File: config.mk
export PLATFORM = sky130hd
export DESIGN_NAME = sfbs_sequencer
export DESIGN_NICKNAME = d
export VERILOG_FILES = /design/src/rtl/sfbs_pkg.sv /design/src/rtl/sfbs_stream_if.sv /design/src/rtl/sfbs_fifo.sv /design/src/rtl/sfbs_sequencer.sv
export SDC_FILE = /design/constraint.sdc
export NUM_CORES = 1
export LEC_CHECK = 0
export ABC_AREA = 1
export ABC_CLOCK_PERIOD_IN_PS = 10600
export BUFFER_PORTS_ARGS = -buffer_cell sky130_fd_sc_hd__buf_4
export CORE_ASPECT_RATIO = 0.5
export CORE_MARGIN = 10
export CORE_UTILIZATION = 31
export DETAILED_ROUTE_END_ITERATION = 16
export GPL_ROUTABILITY_DRIVEN = 0
export HOLD_SLACK_MARGIN = 0.05
export PLACE_DENSITY = 0.48
export SETUP_SLACK_MARGIN = 0.15
export SLEW_MARGIN = 20
export SYNTH_ARGS = -nofsm -noshare
export SYNTH_HDL_FRONTEND = slang
export SYNTH_SLANG_ARGS = --single-unit
export TNS_END_PERCENT = 10
File: constraint.sdc
create_clock -name I_CLK_SYS -period 10.6 [get_ports I_CLK_SYS]
set_input_delay 0 -clock I_CLK_SYS [delete_from_list [all_inputs] [get_ports I_CLK_SYS]]
set_output_delay 0 -clock I_CLK_SYS [all_outputs]
set_load 0.01 [all_outputs]
File: src/rtl/sfbs_pkg.sv
// package: constants, opcodes, states and state record of the flash boot sequencer
package sfbs_pkg;

  // clock rates in kHz; system clock is 250 MHz
  localparam int CLK_KHZ  = 250000;
  localparam int SLOW_KHZ = 1420;    // first serial clock after reset
  localparam int FAST_KHZ = 30000;   // normal serial clock

  // half periods of the serial clock in system cycles, rounded up so the
  // flash never sees a clock faster than nominal
  localparam logic [7:0] SLOW_HALF = 8'((CLK_KHZ + 2 * SLOW_KHZ - 1) / (2 * SLOW_KHZ));
  localparam logic [7:0] FAST_HALF = 8'((CLK_KHZ + 2 * FAST_KHZ - 1) / (2 * FAST_KHZ));

  // chip select high time between commands
  localparam int CS_HIGH_NS    = 200;
  localparam int CLK_PERIOD_NS = 4;
  localparam logic [7:0] CS_GAP_CYC = 8'((CS_HIGH_NS + CLK_PERIOD_NS - 1) / CLK_PERIOD_NS);

  // flash address width: 24 bits reach 16 MB
  localparam int ADDR_W = 24;

  // command opcodes, always the first byte of a command
  localparam logic [7:0] OPC_WRITE_ENABLE = 8'h06;
  localparam logic [7:0] OPC_READ_STATUS  = 8'h05;
  localparam logic [7:0] OPC_WRITE_STATUS = 8'h01;
  localparam logic [7:0] OPC_FAST_READ    = 8'h0B;
  localparam logic [7:0] OPC_PAGE_PROG    = 8'h02;
  localparam logic [7:0] OPC_SECTOR_ERASE = 8'h20;
  localparam logic [7:0] OPC_CHIP_ERASE   = 8'hC7;
  localparam logic [7:0] STATUS_CLEAR     = 8'h00;  // write status value, also dummy byte

  // status byte bit positions
  localparam int FLASH_BUSY_FLAG = 0;
  localparam int WRITE_LATCH_BIT = 1;

  // header lengths in bytes (opcode, address, dummy)
  localparam logic [24:0] HDR_ONE   = 25'h0000001;
  localparam logic [24:0] HDR_TWO   = 25'h0000002;
  localparam logic [24:0] HDR_ADDR  = 25'h0000004;
  localparam logic [24:0] HDR_FREAD = 25'h0000005;

  // host command codes
  localparam logic [1:0] OP_READ   = 2'h0;
  localparam logic [1:0] OP_PROG   = 2'h1;
  localparam logic [1:0] OP_SERASE = 2'h2;
  localparam logic [1:0] OP_CERASE = 2'h3;

  // command steps: boot flow first, then host flow
  typedef enum logic [3:0] {
    B_WRITE_ENABLE_CMD, B_WEL, B_WRITE_STATUS_CMD, B_WIP, B_READ,
    H_IDLE, H_WRITE_ENABLE_CMD, H_WEL, H_OP, H_WIP
  } sfbs_step_e;

  // byte engine phases
  typedef enum logic [1:0] {PH_IDLE, PH_GAP, PH_LOAD, PH_SHIFT} sfbs_phase_e;

  // whole state of the sequencer
  typedef struct packed {
    sfbs_step_e        step;
    sfbs_phase_e       phase;
    logic [1:0]        op;
    logic              sel;
    logic              fast;
    logic              boot_done;
    logic              cmd_ready;
    logic              wr_ready;
    logic              sck;
    logic              mosi;
    logic              cs0_n;
    logic              cs1_n;
    logic [7:0]        div;
    logic [2:0]        bitn;
    logic [7:0]        tx;
    logic [7:0]        rx;
    logic [7:0]        status;
    logic [24:0]       k;
    logic [23:0]       len;
    logic [23:0]       addr;
    logic              push;
    logic [7:0]        pdata;
  } sfbs_state_s;

  // state after reset: boot flow at its first write enable, slow clock
  localparam sfbs_state_s SEQ_RESET = '{
    step: B_WRITE_ENABLE_CMD, phase: PH_GAP, op: OP_READ, sel: 1'b0, fast: 1'b0,
    boot_done: 1'b0, cmd_ready: 1'b0, wr_ready: 1'b0, sck: 1'b0, mosi: 1'b0,
    cs0_n: 1'b1, cs1_n: 1'b1, div: 8'h00, bitn: 3'h0, tx: 8'h00, rx: 8'h00,
    status: 8'h00, k: 25'h0000000, len: 24'h000000, addr: 24'h000000,
    push: 1'b0, pdata: 8'h00};

endpackage : sfbs_pkg

File: src/rtl/sfbs_stream_if.sv
// interface: valid/ready byte stream between the sequencer and its fifo
`timescale 1ns/1ps
`default_nettype none
interface sfbs_stream_if #(parameter int W = 8);
  logic         valid;  // data offered
  logic         ready;  // data taken when both high
  logic [W-1:0] data;   // payload
  modport src (output valid, output data, input ready);
  modport snk (input valid, input data, output ready);
endinterface : sfbs_stream_if
`default_nettype wire

File: src/rtl/sfbs_fifo.sv
// module: flip-flop fifo with a registered output stage
`timescale 1ns/1ps
`default_nettype none
module sfbs_fifo #(
  parameter int W     = 8,
  parameter int DEPTH = 16
) (
  // clock and reset
  input  wire logic   i_clk,
  input  wire logic   i_rst,
  // fill and drain sides
  sfbs_stream_if.snk  in_if,
  sfbs_stream_if.src  out_if
);
  localparam int AW = $clog2(DEPTH);

  // entire fifo state; depth must be a power of two for pointer wrap
  typedef struct packed {
    logic [DEPTH-1:0][W-1:0] mem;
    logic [AW-1:0]           wp;
    logic [AW-1:0]           rp;
    logic [AW:0]             cnt;
    logic                    iready;
    logic                    ovalid;
    logic [W-1:0]            odata;
  } sfbs_fifo_s;

  sfbs_fifo_s r;    // registered state
  sfbs_fifo_s n;    // next state
  logic       push; // word accepted
  logic       pop;  // output word taken
  logic       load; // memory word moves to output stage

  // next state: write, move to output register, count
  always_comb
  begin
    n    = r;
    push = in_if.valid & r.iready;
    pop  = r.ovalid & out_if.ready;
    load = (r.cnt != '0) & (~r.ovalid | pop);
    if (push)
    begin
      n.mem[r.wp] = in_if.data;
      n.wp        = r.wp + AW'(1);
    end
    if (load)
    begin
      n.odata  = r.mem[r.rp];
      n.rp     = r.rp + AW'(1);
      n.ovalid = 1'b1;
    end
    else if (pop)
    begin
      n.ovalid = 1'b0;
    end
    n.cnt    = r.cnt + (AW + 1)'(push) - (AW + 1)'(load);
    // ready from a flop, so it reflects the count after this cycle
    n.iready = (n.cnt != (AW + 1)'(DEPTH));
  end

  // state register
  always_ff @(posedge i_clk)
  begin
    if (i_rst)
    begin
      r        <= '0;
      r.iready <= 1'b1;
    end
    else
    begin
      r <= n;
    end
  end

  assign in_if.ready  = r.iready;
  assign out_if.valid = r.ovalid;
  assign out_if.data  = r.odata;
endmodule : sfbs_fifo
`default_nettype wire

File: src/rtl/sfbs_sequencer.sv
// module: serial flash boot sequencer, spi master with two selects and read fifo
`timescale 1ns/1ps
`default_nettype none
module sfbs_sequencer #(
  parameter logic [23:0] BOOT_ADDR  = 24'h000000, // boot image start
  parameter logic [23:0] BOOT_LEN   = 24'h001000, // boot image bytes
  parameter int          FIFO_DEPTH = 16          // read buffer words
) (
  // clock and reset
  input  wire logic        I_CLK_SYS,
  input  wire logic        I_RST,
  // flash pins
  output logic             O_SPI_SCK,
  output logic             O_SPI_MOSI,
  input  wire logic        I_SPI_MISO,
  output logic             O_BOOT_FLASH_SELECT_N,
  output logic             O_AUX_FLASH_SELECT_N,
  // boot status
  output logic             O_BOOT_DONE,
  output logic             O_FAST_CLK,
  output logic [7:0]       O_STATUS,
  // host commands
  input  wire logic        I_CMD_VALID,
  input  wire logic [1:0]  I_CMD_OP,
  input  wire logic        I_CMD_SEL,
  input  wire logic [23:0] I_CMD_ADDR,
  input  wire logic [23:0] I_CMD_LEN,
  output logic             O_CMD_READY,
  // program data in
  input  wire logic [7:0]  I_WR_DATA,
  input  wire logic        I_WR_VALID,
  output logic             O_WR_READY,
  // read data out (boot image, then host reads)
  output logic [7:0]       O_RD_DATA,
  output logic             O_RD_VALID,
  input  wire logic        I_RD_READY
);

  sfbs_pkg::sfbs_state_s r;  // registered state
  sfbs_pkg::sfbs_state_s n;  // next state
  sfbs_stream_if #(.W(8)) fill_if ();   // sequencer into fifo
  sfbs_stream_if #(.W(8)) drain_if ();  // fifo out to the user
  // decoded view of the current command
  logic [7:0]  half;      // serial clock half period in cycles
  logic [1:0]  eff_op;    // command kind for the op steps
  logic        is_opstep; // step issues a read/program/erase
  logic        has_addr;  // command carries three address bytes
  logic        rd_data;   // data phase reads from the flash
  logic        wr_data;   // data phase writes to the flash
  logic [24:0] hdr;       // bytes before the data phase
  logic [24:0] total;     // bytes in the whole command
  logic        in_data;   // current byte is in the data phase
  logic        last;      // current byte ends the command
  logic [7:0]  opc;       // opcode of the current command
  logic [7:0]  tx_byte;   // byte to shift out next

  // read buffer; its ready stalls the data phase of reads
  sfbs_fifo #(
    .W     (8),
    .DEPTH (FIFO_DEPTH)
  ) u_fifo (
    .i_clk  (I_CLK_SYS),
    .i_rst  (I_RST),
    .in_if  (fill_if.snk),
    .out_if (drain_if.src)
  );
  assign fill_if.valid  = r.push;
  assign fill_if.data   = r.pdata;
  assign drain_if.ready = I_RD_READY;
  // command decode
  always_comb
  begin
    // slow rate until protection is cleared, then fast for good
    half      = r.fast ? sfbs_pkg::FAST_HALF : sfbs_pkg::SLOW_HALF;
    is_opstep = (r.step == sfbs_pkg::B_READ) | (r.step == sfbs_pkg::H_OP);
    eff_op    = (r.step == sfbs_pkg::B_READ) ? sfbs_pkg::OP_READ : r.op;
    has_addr  = is_opstep & (eff_op != sfbs_pkg::OP_CERASE);
    rd_data   = is_opstep & (eff_op == sfbs_pkg::OP_READ);
    wr_data   = is_opstep & (eff_op == sfbs_pkg::OP_PROG);
    case (r.step)
      // one opcode plus a single status byte, never a second one
      sfbs_pkg::B_WEL, sfbs_pkg::H_WEL, sfbs_pkg::B_WIP, sfbs_pkg::H_WIP:
      begin
        opc = sfbs_pkg::OPC_READ_STATUS;
        hdr = sfbs_pkg::HDR_TWO;
      end
      sfbs_pkg::B_WRITE_STATUS_CMD:
      begin
        opc = sfbs_pkg::OPC_WRITE_STATUS;
        hdr = sfbs_pkg::HDR_TWO;
      end
      sfbs_pkg::B_READ, sfbs_pkg::H_OP:
      begin
        case (eff_op)
          sfbs_pkg::OP_READ:
          begin
            opc = sfbs_pkg::OPC_FAST_READ;
            hdr = sfbs_pkg::HDR_FREAD;
          end
          sfbs_pkg::OP_PROG:
          begin
            opc = sfbs_pkg::OPC_PAGE_PROG;
            hdr = sfbs_pkg::HDR_ADDR;
          end
          sfbs_pkg::OP_SERASE:
          begin
            opc = sfbs_pkg::OPC_SECTOR_ERASE;
            hdr = sfbs_pkg::HDR_ADDR;
          end
          default:
          begin
            opc = sfbs_pkg::OPC_CHIP_ERASE;
            hdr = sfbs_pkg::HDR_ONE;
          end
        endcase
      end
      default: // write enable steps, and any other step
      begin
        opc = sfbs_pkg::OPC_WRITE_ENABLE;
        hdr = sfbs_pkg::HDR_ONE;
      end
    endcase
    // data phase streams on with one address; the flash increments it
    total   = hdr + ((rd_data | wr_data) ? {1'b0, r.len} : 25'h0000000);
    in_data = (rd_data | wr_data) & (r.k >= hdr);
    last    = (r.k == total - 25'h0000001);
    // byte to send at index k
    if (r.k == 25'h0000000)
    begin
      tx_byte = opc;
    end
    else if (in_data)
    begin
      tx_byte = wr_data ? I_WR_DATA : sfbs_pkg::STATUS_CLEAR;
    end
    else if (has_addr & (r.k <= 25'h0000003))
    begin
      // 24 address bits reach the whole 16 MB, most significant first
      case (r.k[1:0])
        2'h1:    tx_byte = r.addr[23:16];
        2'h2:    tx_byte = r.addr[15:8];
        default: tx_byte = r.addr[7:0];
      endcase
    end
    else
    begin
      // dummy byte of a read, or all eight status bits written to zero
      tx_byte = sfbs_pkg::STATUS_CLEAR;
    end
  end

  // sequencer and byte engine
  always_comb
  begin
    n      = r;
    n.push = 1'b0;
    case (r.phase)
      // idle: accept one host command, selects high
      sfbs_pkg::PH_IDLE:
      begin
        if (r.cmd_ready & I_CMD_VALID)
        begin
          n.cmd_ready = 1'b0;
          n.op        = I_CMD_OP;
          n.sel       = I_CMD_SEL;
          n.addr      = I_CMD_ADDR;
          n.len       = I_CMD_LEN;
          n.phase     = sfbs_pkg::PH_GAP;
          n.div       = 8'h00;
          // every program or erase needs its own fresh write enable
          n.step = (I_CMD_OP == sfbs_pkg::OP_READ) ? sfbs_pkg::H_OP
                                                   : sfbs_pkg::H_WRITE_ENABLE_CMD;
        end
      end
      // deselect time between commands
      sfbs_pkg::PH_GAP:
      begin
        n.div = r.div + 8'h01;
        if (r.div == sfbs_pkg::CS_GAP_CYC - 8'h01)
        begin
          n.div   = 8'h00;
          n.k     = 25'h0000000;
          n.phase = sfbs_pkg::PH_LOAD;
        end
      end
      // start a byte, waiting for program data or buffer room
      sfbs_pkg::PH_LOAD:
      begin
        if (in_data & wr_data & ~(r.wr_ready & I_WR_VALID))
        begin
          n.wr_ready = 1'b1;
        end
        else if (in_data & rd_data & (~fill_if.ready | r.push))
        begin
          // a push in flight is not yet in ready; clock stays low, flash waits
          n.wr_ready = 1'b0;
        end
        else
        begin
          n.wr_ready = 1'b0;
          n.tx       = tx_byte;
          n.mosi     = tx_byte[7];
          n.cs0_n    = r.sel;
          n.cs1_n    = ~r.sel;
          n.bitn     = 3'h0;
          n.div      = 8'h00;
          n.phase    = sfbs_pkg::PH_SHIFT;
        end
      end
      // shift eight bits, msb first, mode 0
      sfbs_pkg::PH_SHIFT:
      begin
        n.div = r.div + 8'h01;
        if (r.div == half - 8'h01)
        begin
          n.div = 8'h00;
          if (~r.sck)
          begin
            n.sck = 1'b1;
            n.rx  = {r.rx[6:0], I_SPI_MISO};
          end
          else
          begin
            n.sck  = 1'b0;
            n.tx   = {r.tx[6:0], 1'b0};
            n.mosi = r.tx[6];
            n.bitn = r.bitn + 3'h1;
            if (r.bitn == 3'h7)
            begin
              // byte complete
              n.k     = r.k + 25'h0000001;
              n.phase = sfbs_pkg::PH_LOAD;
              if (in_data & rd_data)
              begin
                n.push  = 1'b1;
                n.pdata = r.rx;
              end
              if (last)
              begin
                n.cs0_n = 1'b1;
                n.cs1_n = 1'b1;
                n.mosi  = 1'b0;
                n.phase = sfbs_pkg::PH_GAP;
                if (r.k == 25'h0000001)
                begin
                  n.status = r.rx;
                end
                case (r.step)
                  sfbs_pkg::B_WRITE_ENABLE_CMD: n.step = sfbs_pkg::B_WEL;
                  // write status only once the latch reads set
                  sfbs_pkg::B_WEL:
                  begin
                    n.step = r.rx[sfbs_pkg::WRITE_LATCH_BIT] ? sfbs_pkg::B_WRITE_STATUS_CMD
                                                             : sfbs_pkg::B_WEL;
                  end
                  sfbs_pkg::B_WRITE_STATUS_CMD: n.step = sfbs_pkg::B_WIP;
                  // protection cleared: switch to the fast clock
                  sfbs_pkg::B_WIP:
                  begin
                    if (~r.rx[sfbs_pkg::FLASH_BUSY_FLAG])
                    begin
                      n.step = sfbs_pkg::B_READ;
                      n.fast = 1'b1;
                      n.sel  = 1'b0;
                      n.op   = sfbs_pkg::OP_READ;
                      n.addr = BOOT_ADDR;
                      n.len  = BOOT_LEN;
                    end
                  end
                  // image copied: hand over to initialization
                  sfbs_pkg::B_READ:
                  begin
                    n.step      = sfbs_pkg::H_IDLE;
                    n.boot_done = 1'b1;
                    n.cmd_ready = 1'b1;
                    n.phase     = sfbs_pkg::PH_IDLE;
                  end
                  sfbs_pkg::H_WRITE_ENABLE_CMD: n.step = sfbs_pkg::H_WEL;
                  sfbs_pkg::H_WEL:
                  begin
                    n.step = r.rx[sfbs_pkg::WRITE_LATCH_BIT] ? sfbs_pkg::H_OP
                                                             : sfbs_pkg::H_WEL;
                  end
                  sfbs_pkg::H_OP:
                  begin
                    if (r.op == sfbs_pkg::OP_READ)
                    begin
                      n.step      = sfbs_pkg::H_IDLE;
                      n.cmd_ready = 1'b1;
                      n.phase     = sfbs_pkg::PH_IDLE;
                    end
                    else
                    begin
                      n.step = sfbs_pkg::H_WIP;
                    end
                  end
                  // no new command until the flash is no longer busy
                  sfbs_pkg::H_WIP:
                  begin
                    if (~r.rx[sfbs_pkg::FLASH_BUSY_FLAG])
                    begin
                      n.step      = sfbs_pkg::H_IDLE;
                      n.cmd_ready = 1'b1;
                      n.phase     = sfbs_pkg::PH_IDLE;
                    end
                  end
                  default: n.step = sfbs_pkg::H_IDLE;
                endcase
              end
            end
          end
        end
      end
      default: n.phase = sfbs_pkg::PH_IDLE;
    endcase
  end

  // state register; synchronous reset restarts the boot flow
  always_ff @(posedge I_CLK_SYS)
  begin
    if (I_RST)
    begin
      r <= sfbs_pkg::SEQ_RESET;
    end
    else
    begin
      r <= n;
    end
  end

  // outputs straight from flops
  assign O_SPI_SCK             = r.sck;
  assign O_SPI_MOSI            = r.mosi;
  assign O_BOOT_FLASH_SELECT_N = r.cs0_n;
  assign O_AUX_FLASH_SELECT_N  = r.cs1_n;
  assign O_BOOT_DONE           = r.boot_done;
  assign O_FAST_CLK            = r.fast;
  assign O_STATUS              = r.status;
  assign O_CMD_READY           = r.cmd_ready;
  assign O_WR_READY            = r.wr_ready;
  assign O_RD_DATA             = drain_if.data;
  assign O_RD_VALID            = drain_if.valid;

endmodule : sfbs_sequencer
`default_nettype wire

==> reports/metrics.json <==
{
  "number_of_cells_in_the_finished_layout_apart_from_fillers": {"value": 3209},
  "min_period_over_period": {"value": 0.635},
  "ctsHtreeMaxLevel": {"value": 1},
  "ctsHoldBuffers": {"value": 114},
  "cp_max_fanout": {"value": 53},
  "post_synth_inst_count": {"value": 2380},
  "worst_ep_required_time": {"value": 11.06, "unit": "ns"},
  "endpoint_kind": {"value": "register"},
  "ys_dominant_reg_cell": {"value": "dfxtp_1"},
  "synth_edf_count": {"value": 0},
  "post_drt_wl_per_cell": {"value": 16.4, "unit": "µm"},
  "final.setup_skew": {"value": 0.0178, "unit": "ns"},
  "die-area": {"value": 0.0618, "unit": "mm²"},
  "worst_ir_drop_vdd": {"value": 149, "unit": "µV"},
  "outcome": {"value": "finished, final reports clean"},
  "ant_nets": {"value": 0},
  "hpwl_after_detailed_placement": {"value": 36400, "unit": "µm"},
  "finalSetupTns": {"value": 0, "unit": "ns"},
  "area_leader_netlist": {"value": "dfxtp_1"},
  "port-buffer-count": {"value": 89},
  "critPathArrivalTime": {"value": 7.20, "unit": "ns"},
  "worst_pin_slew": {"value": 1.03, "unit": "ns"},
  "fmax": {"value": 148, "unit": "MHz"},
  "slew_headroom": {"value": 0.314},
  "gr-usage-all-layers": {"value": 0.163},
  "postCtsSetupRepairBufs": {"value": 0},
  "ys_ff_latch": {"value": 284},
  "power_density": {"value": 224, "unit": "mW/mm²"},
  "synth_top_cells_by_area": {"value": "dfxtp_1 35%, nor2_1 11%, nand2_1 7.9%"},
  "post_synth_net_total": {"value": 2499},
  "fin_nets": {"value": 2616},
  "die_height": {"value": 181, "unit": "µm"},
  "timing.hold.worst_path_depth": {"value": 4},
  "cap_violations": {"value": 0},
  "routed_via_density": {"value": 4.90},
  "via_count_of_the_first_global_routing_pass": {"value": 14949},
  "rsz_0062_raised_after_global_routing": {"value": "false"},
  "synth_sequential_area_ratio": {"value": 0.354},
  "overflow": {"value": 0},
  "initial_core_util": {"value": 0.316},
  "crit_path_max_incr_delay": {"value": 0.73, "unit": "ns"},
  "post_synth.cell_area_avg": {"value": 6.74, "unit": "µm²"},
  "totalWireLength": {"value": 52600, "unit": "µm"},
  "insertedDiodeCount": {"value": 0},
  "grt_pass1_wl": {"value": 83600, "unit": "µm"},
  "io_pins": {"value": 90},
  "worstSetupStartpointType": {"value": "register"},
  "cts.root.buffer_cell": {"value": "clkbuf_16"},
  "fp.dieW": {"value": 342, "unit": "µm"},
  "number_of_instances_in_the_placed_design": {"value": 3043},
  "setup_violations": {"value": 0},
  "number_of_antenna_violations_at_the_first_check_in_global_routing": {"value": 0},
  "synth_top_area_frac": {"value": 0.354},
  "critical_path_cell_with_the_highest_stage_delay": {"value": "o21ai_2"},
  "post_cts_resized": {"value": 0},
  "route.detailed.drc": {"value": 0},
  "timing.critical_path.mode_cell": {"value": "nand2_1"},
  "report.final.hold_viol_count": {"value": 0},
  "drive_above_1_share": {"value": 0.0834},
  "final_max_slew_viol_count": {"value": 0},
  "cts_buffers": {"value": 28},
  "ys_warn_count": {"value": 0},
  "syn_area": {"value": 0.0160, "unit": "mm²"},
  "firstDrtPassIters": {"value": 5},
  "synthToLayoutAreaGrowth": {"value": 19.9, "unit": "%"},
  "clock_tree.buffer_depth": {"value": 3},
  "cts_tree": {"value": "yes"},
  "dr.first_iter.drc_count": {"value": 1165},
  "synth_async_sr_flop_share": {"value": 0},
  "finalCriticalPeriod": {"value": 6.74, "unit": "ns"},
  "total_leakage_power": {"value": 0.00842, "unit": "µW"},
  "clk_pin_slew_worst_paths": {"value": 0.07, "unit": "ns"},
  "hold_path_class": {"value": "in2reg"},
  "criticalPathCategory": {"value": "reg2reg"},
  "depth_of_the_most_critical_reg_to_reg_path": {"value": 33},
  "vias": {"value": 15711},
  "grt_max_degree": {"value": 68},
  "synthDistinctLibCells": {"value": 59},
  "clock_latency_on_the_worst_skew_pair": {"value": 0.59, "unit": "ns"},
  "cts_num_sinks": {"value": 284},
  "core_area": {"value": 0.0507, "unit": "mm²"},
  "fp-row-count": {"value": 58}
}
[synthesized netlist by cell type, types with 2 or more instances]
master     instances
a211oi_1          22
nand3_1          114
clkbuf_1          92
clkinv_1           4
nand2_1          338
o32ai_1            7
a221oi_1           6
buf_6              4
a22oi_1            3
inv_2              6
a31oi_1            8
o2111ai_2          2
nand2_4            6
o21a_1             4
o211ai_1          27
xor2_1            17
o2111ai_1          4
o21ai_0          234
o221ai_1          17
a32oi_1            2
a21oi_1          155
buf_2              7
inv_1            253
nor3b_1            9
buf_4             20
xnor2_1           11
ha_1              52
nor4_1             4
o21ai_1            2
and3_1             2
nand3_2            7
nand3b_1           6
nand4_1           69
nor3_1            40
dfxtp_1          284
fa_1               2
a21o_1             2
nor2_1           474
nor2_4             5
nor2_2             6
buf_1              7
mux2i_1           17
nand2_2           13
[final cells by class]
class / instances / area (µm²)
clock buffer: 43 / 867
clock inverter: 9 / 125
fill: 5422 / 31500
inverter: 263 / 990
multi-input combinational: 1703 / 8790
sequential: 284 / 5690
tap: 690 / 863
timing repair buffer: 217 / 1910
[cell usage in the layout (no fill, tap or decap), types with 3 or more instances in the layout]
cell type,instances
a211oi_1,22
a21oi_1,155
a221oi_1,6
a22oi_1,3
a31oi_1,8
buf_4,103
clkbuf_1,4
clkbuf_16,28
clkbuf_8,11
clkinv_1,3
clkinv_2,4
dfxtp_1,282
dlygate4sd3_1,114
ha_1,52
inv_1,253
inv_2,6
mux2i_1,17
nand2_1,337
nand2_2,14
nand2_4,6
nand3_1,114
nand3_2,7
nand3b_1,6
nand4_1,69
nor2_1,473
nor2_2,6
nor2_4,6
nor3_1,39
nor3b_1,9
nor4_1,4
o2111ai_1,4
o211ai_1,27
o21a_1,4
o21ai_0,234
o221ai_1,17
o32ai_1,7
xnor2_1,11
xor2_1,17
[cells by family (layout without fill, tap and decap cells)]
group,count (synthesis),after routing,share of synthesized area
simple gates,1100,1100,0.299
compound gates,504,504,0.179
buf+inv,393,532,0.0990
flops,284,284,0.354
fa+ha+maj,54,54,0.0430
xor+xnor,28,28,0.0153
mux,17,17,0.0106
[per-layer routing]
layer,vias to the layer above,wire length (µm),part of all wire,track usage
li1,8118,-,-,-
met4,0,826,0.016,0.0286
met5,-,0,0,0
met3,62,1860,0.035,0.0201
met1,7274,25000,0.47,0.219
met2,257,24900,0.47,0.278
[power breakdown]
part           internal, µW  switching (µW)
Sequential             1150            59.6
Combinational           695            1320
Clock                   614             468
Total                  2460            1850
[sequential cells by signal, indices dropped and copies added (netlist names)]
| register | cells |
|---|---|
| u_fifo.in_if.ready | 1 |
| fill_if.valid | 1 |
| O_CMD_READY | 1 |
| O_AUX_FLASH_SELECT_N | 1 |
| O_SPI_MOSI | 1 |
| O_STATUS | 8 |
| O_BOOT_FLASH_SELECT_N | 1 |
| O_BOOT_DONE | 1 |
| u_fifo.out_if.valid | 1 |
| u_fifo.out_if.data | 8 |
| r | 108 |
| O_FAST_CLK | 1 |
| fill_if.data | 8 |
| u_fifo.r | 141 |
| O_WR_READY | 1 |
| O_SPI_SCK | 1 |
[through the flow]
step | area, µm² | utilization | total power, µW | worst slack, ns | hold slack [ns]
after floorplan | 16000 | - | 2710 | 6.33 | 0.163
after global placement | 17100 | 0.337 | 3200 | 4.54 | 0.289
after detailed placement | 17100 | 0.337 | 3190 | 4.40 | 0.292
after CTS | 19200 | 0.379 | 4350 | 3.88 | 0.255
after global routing | 19200 | 0.379 | 4670 | 3.14 | 0.313
final | 19200 | 0.379 | 4310 | 3.86 | 0.308
[final timing paths]
check / slack [ns] / from / endpoint
hold / removal: 0.31 / I_SPI_MISO / r[90]$_SDFFE_PP0P_
setup reg to reg: 3.86 / r[131]$_SDFFE_PP0P_ / r[19]$_SDFFE_PP0P_
hold reg to reg: 0.45 / u_fifo.r[49]$_SDFFE_PP0P_ / u_fifo.r[49]$_SDFFE_PP0P_
setup / recovery: 3.86 / r[131]$_SDFFE_PP0P_ / r[19]$_SDFFE_PP0P_
[critical path: cells and delay by family, from the launching register on]
family / cells / cell delay (ns)
AND/OR/NAND/NOR: 18 / 2.65
buffers and inverters: 8 / 1.30
adder cells (fa/ha/maj): 4 / 1.09
AO/OA/AOI/OAI: 3 / 1.02
flip-flops: 1 / 0.45
Note: power is estimated with default switching activity, not from simulation.
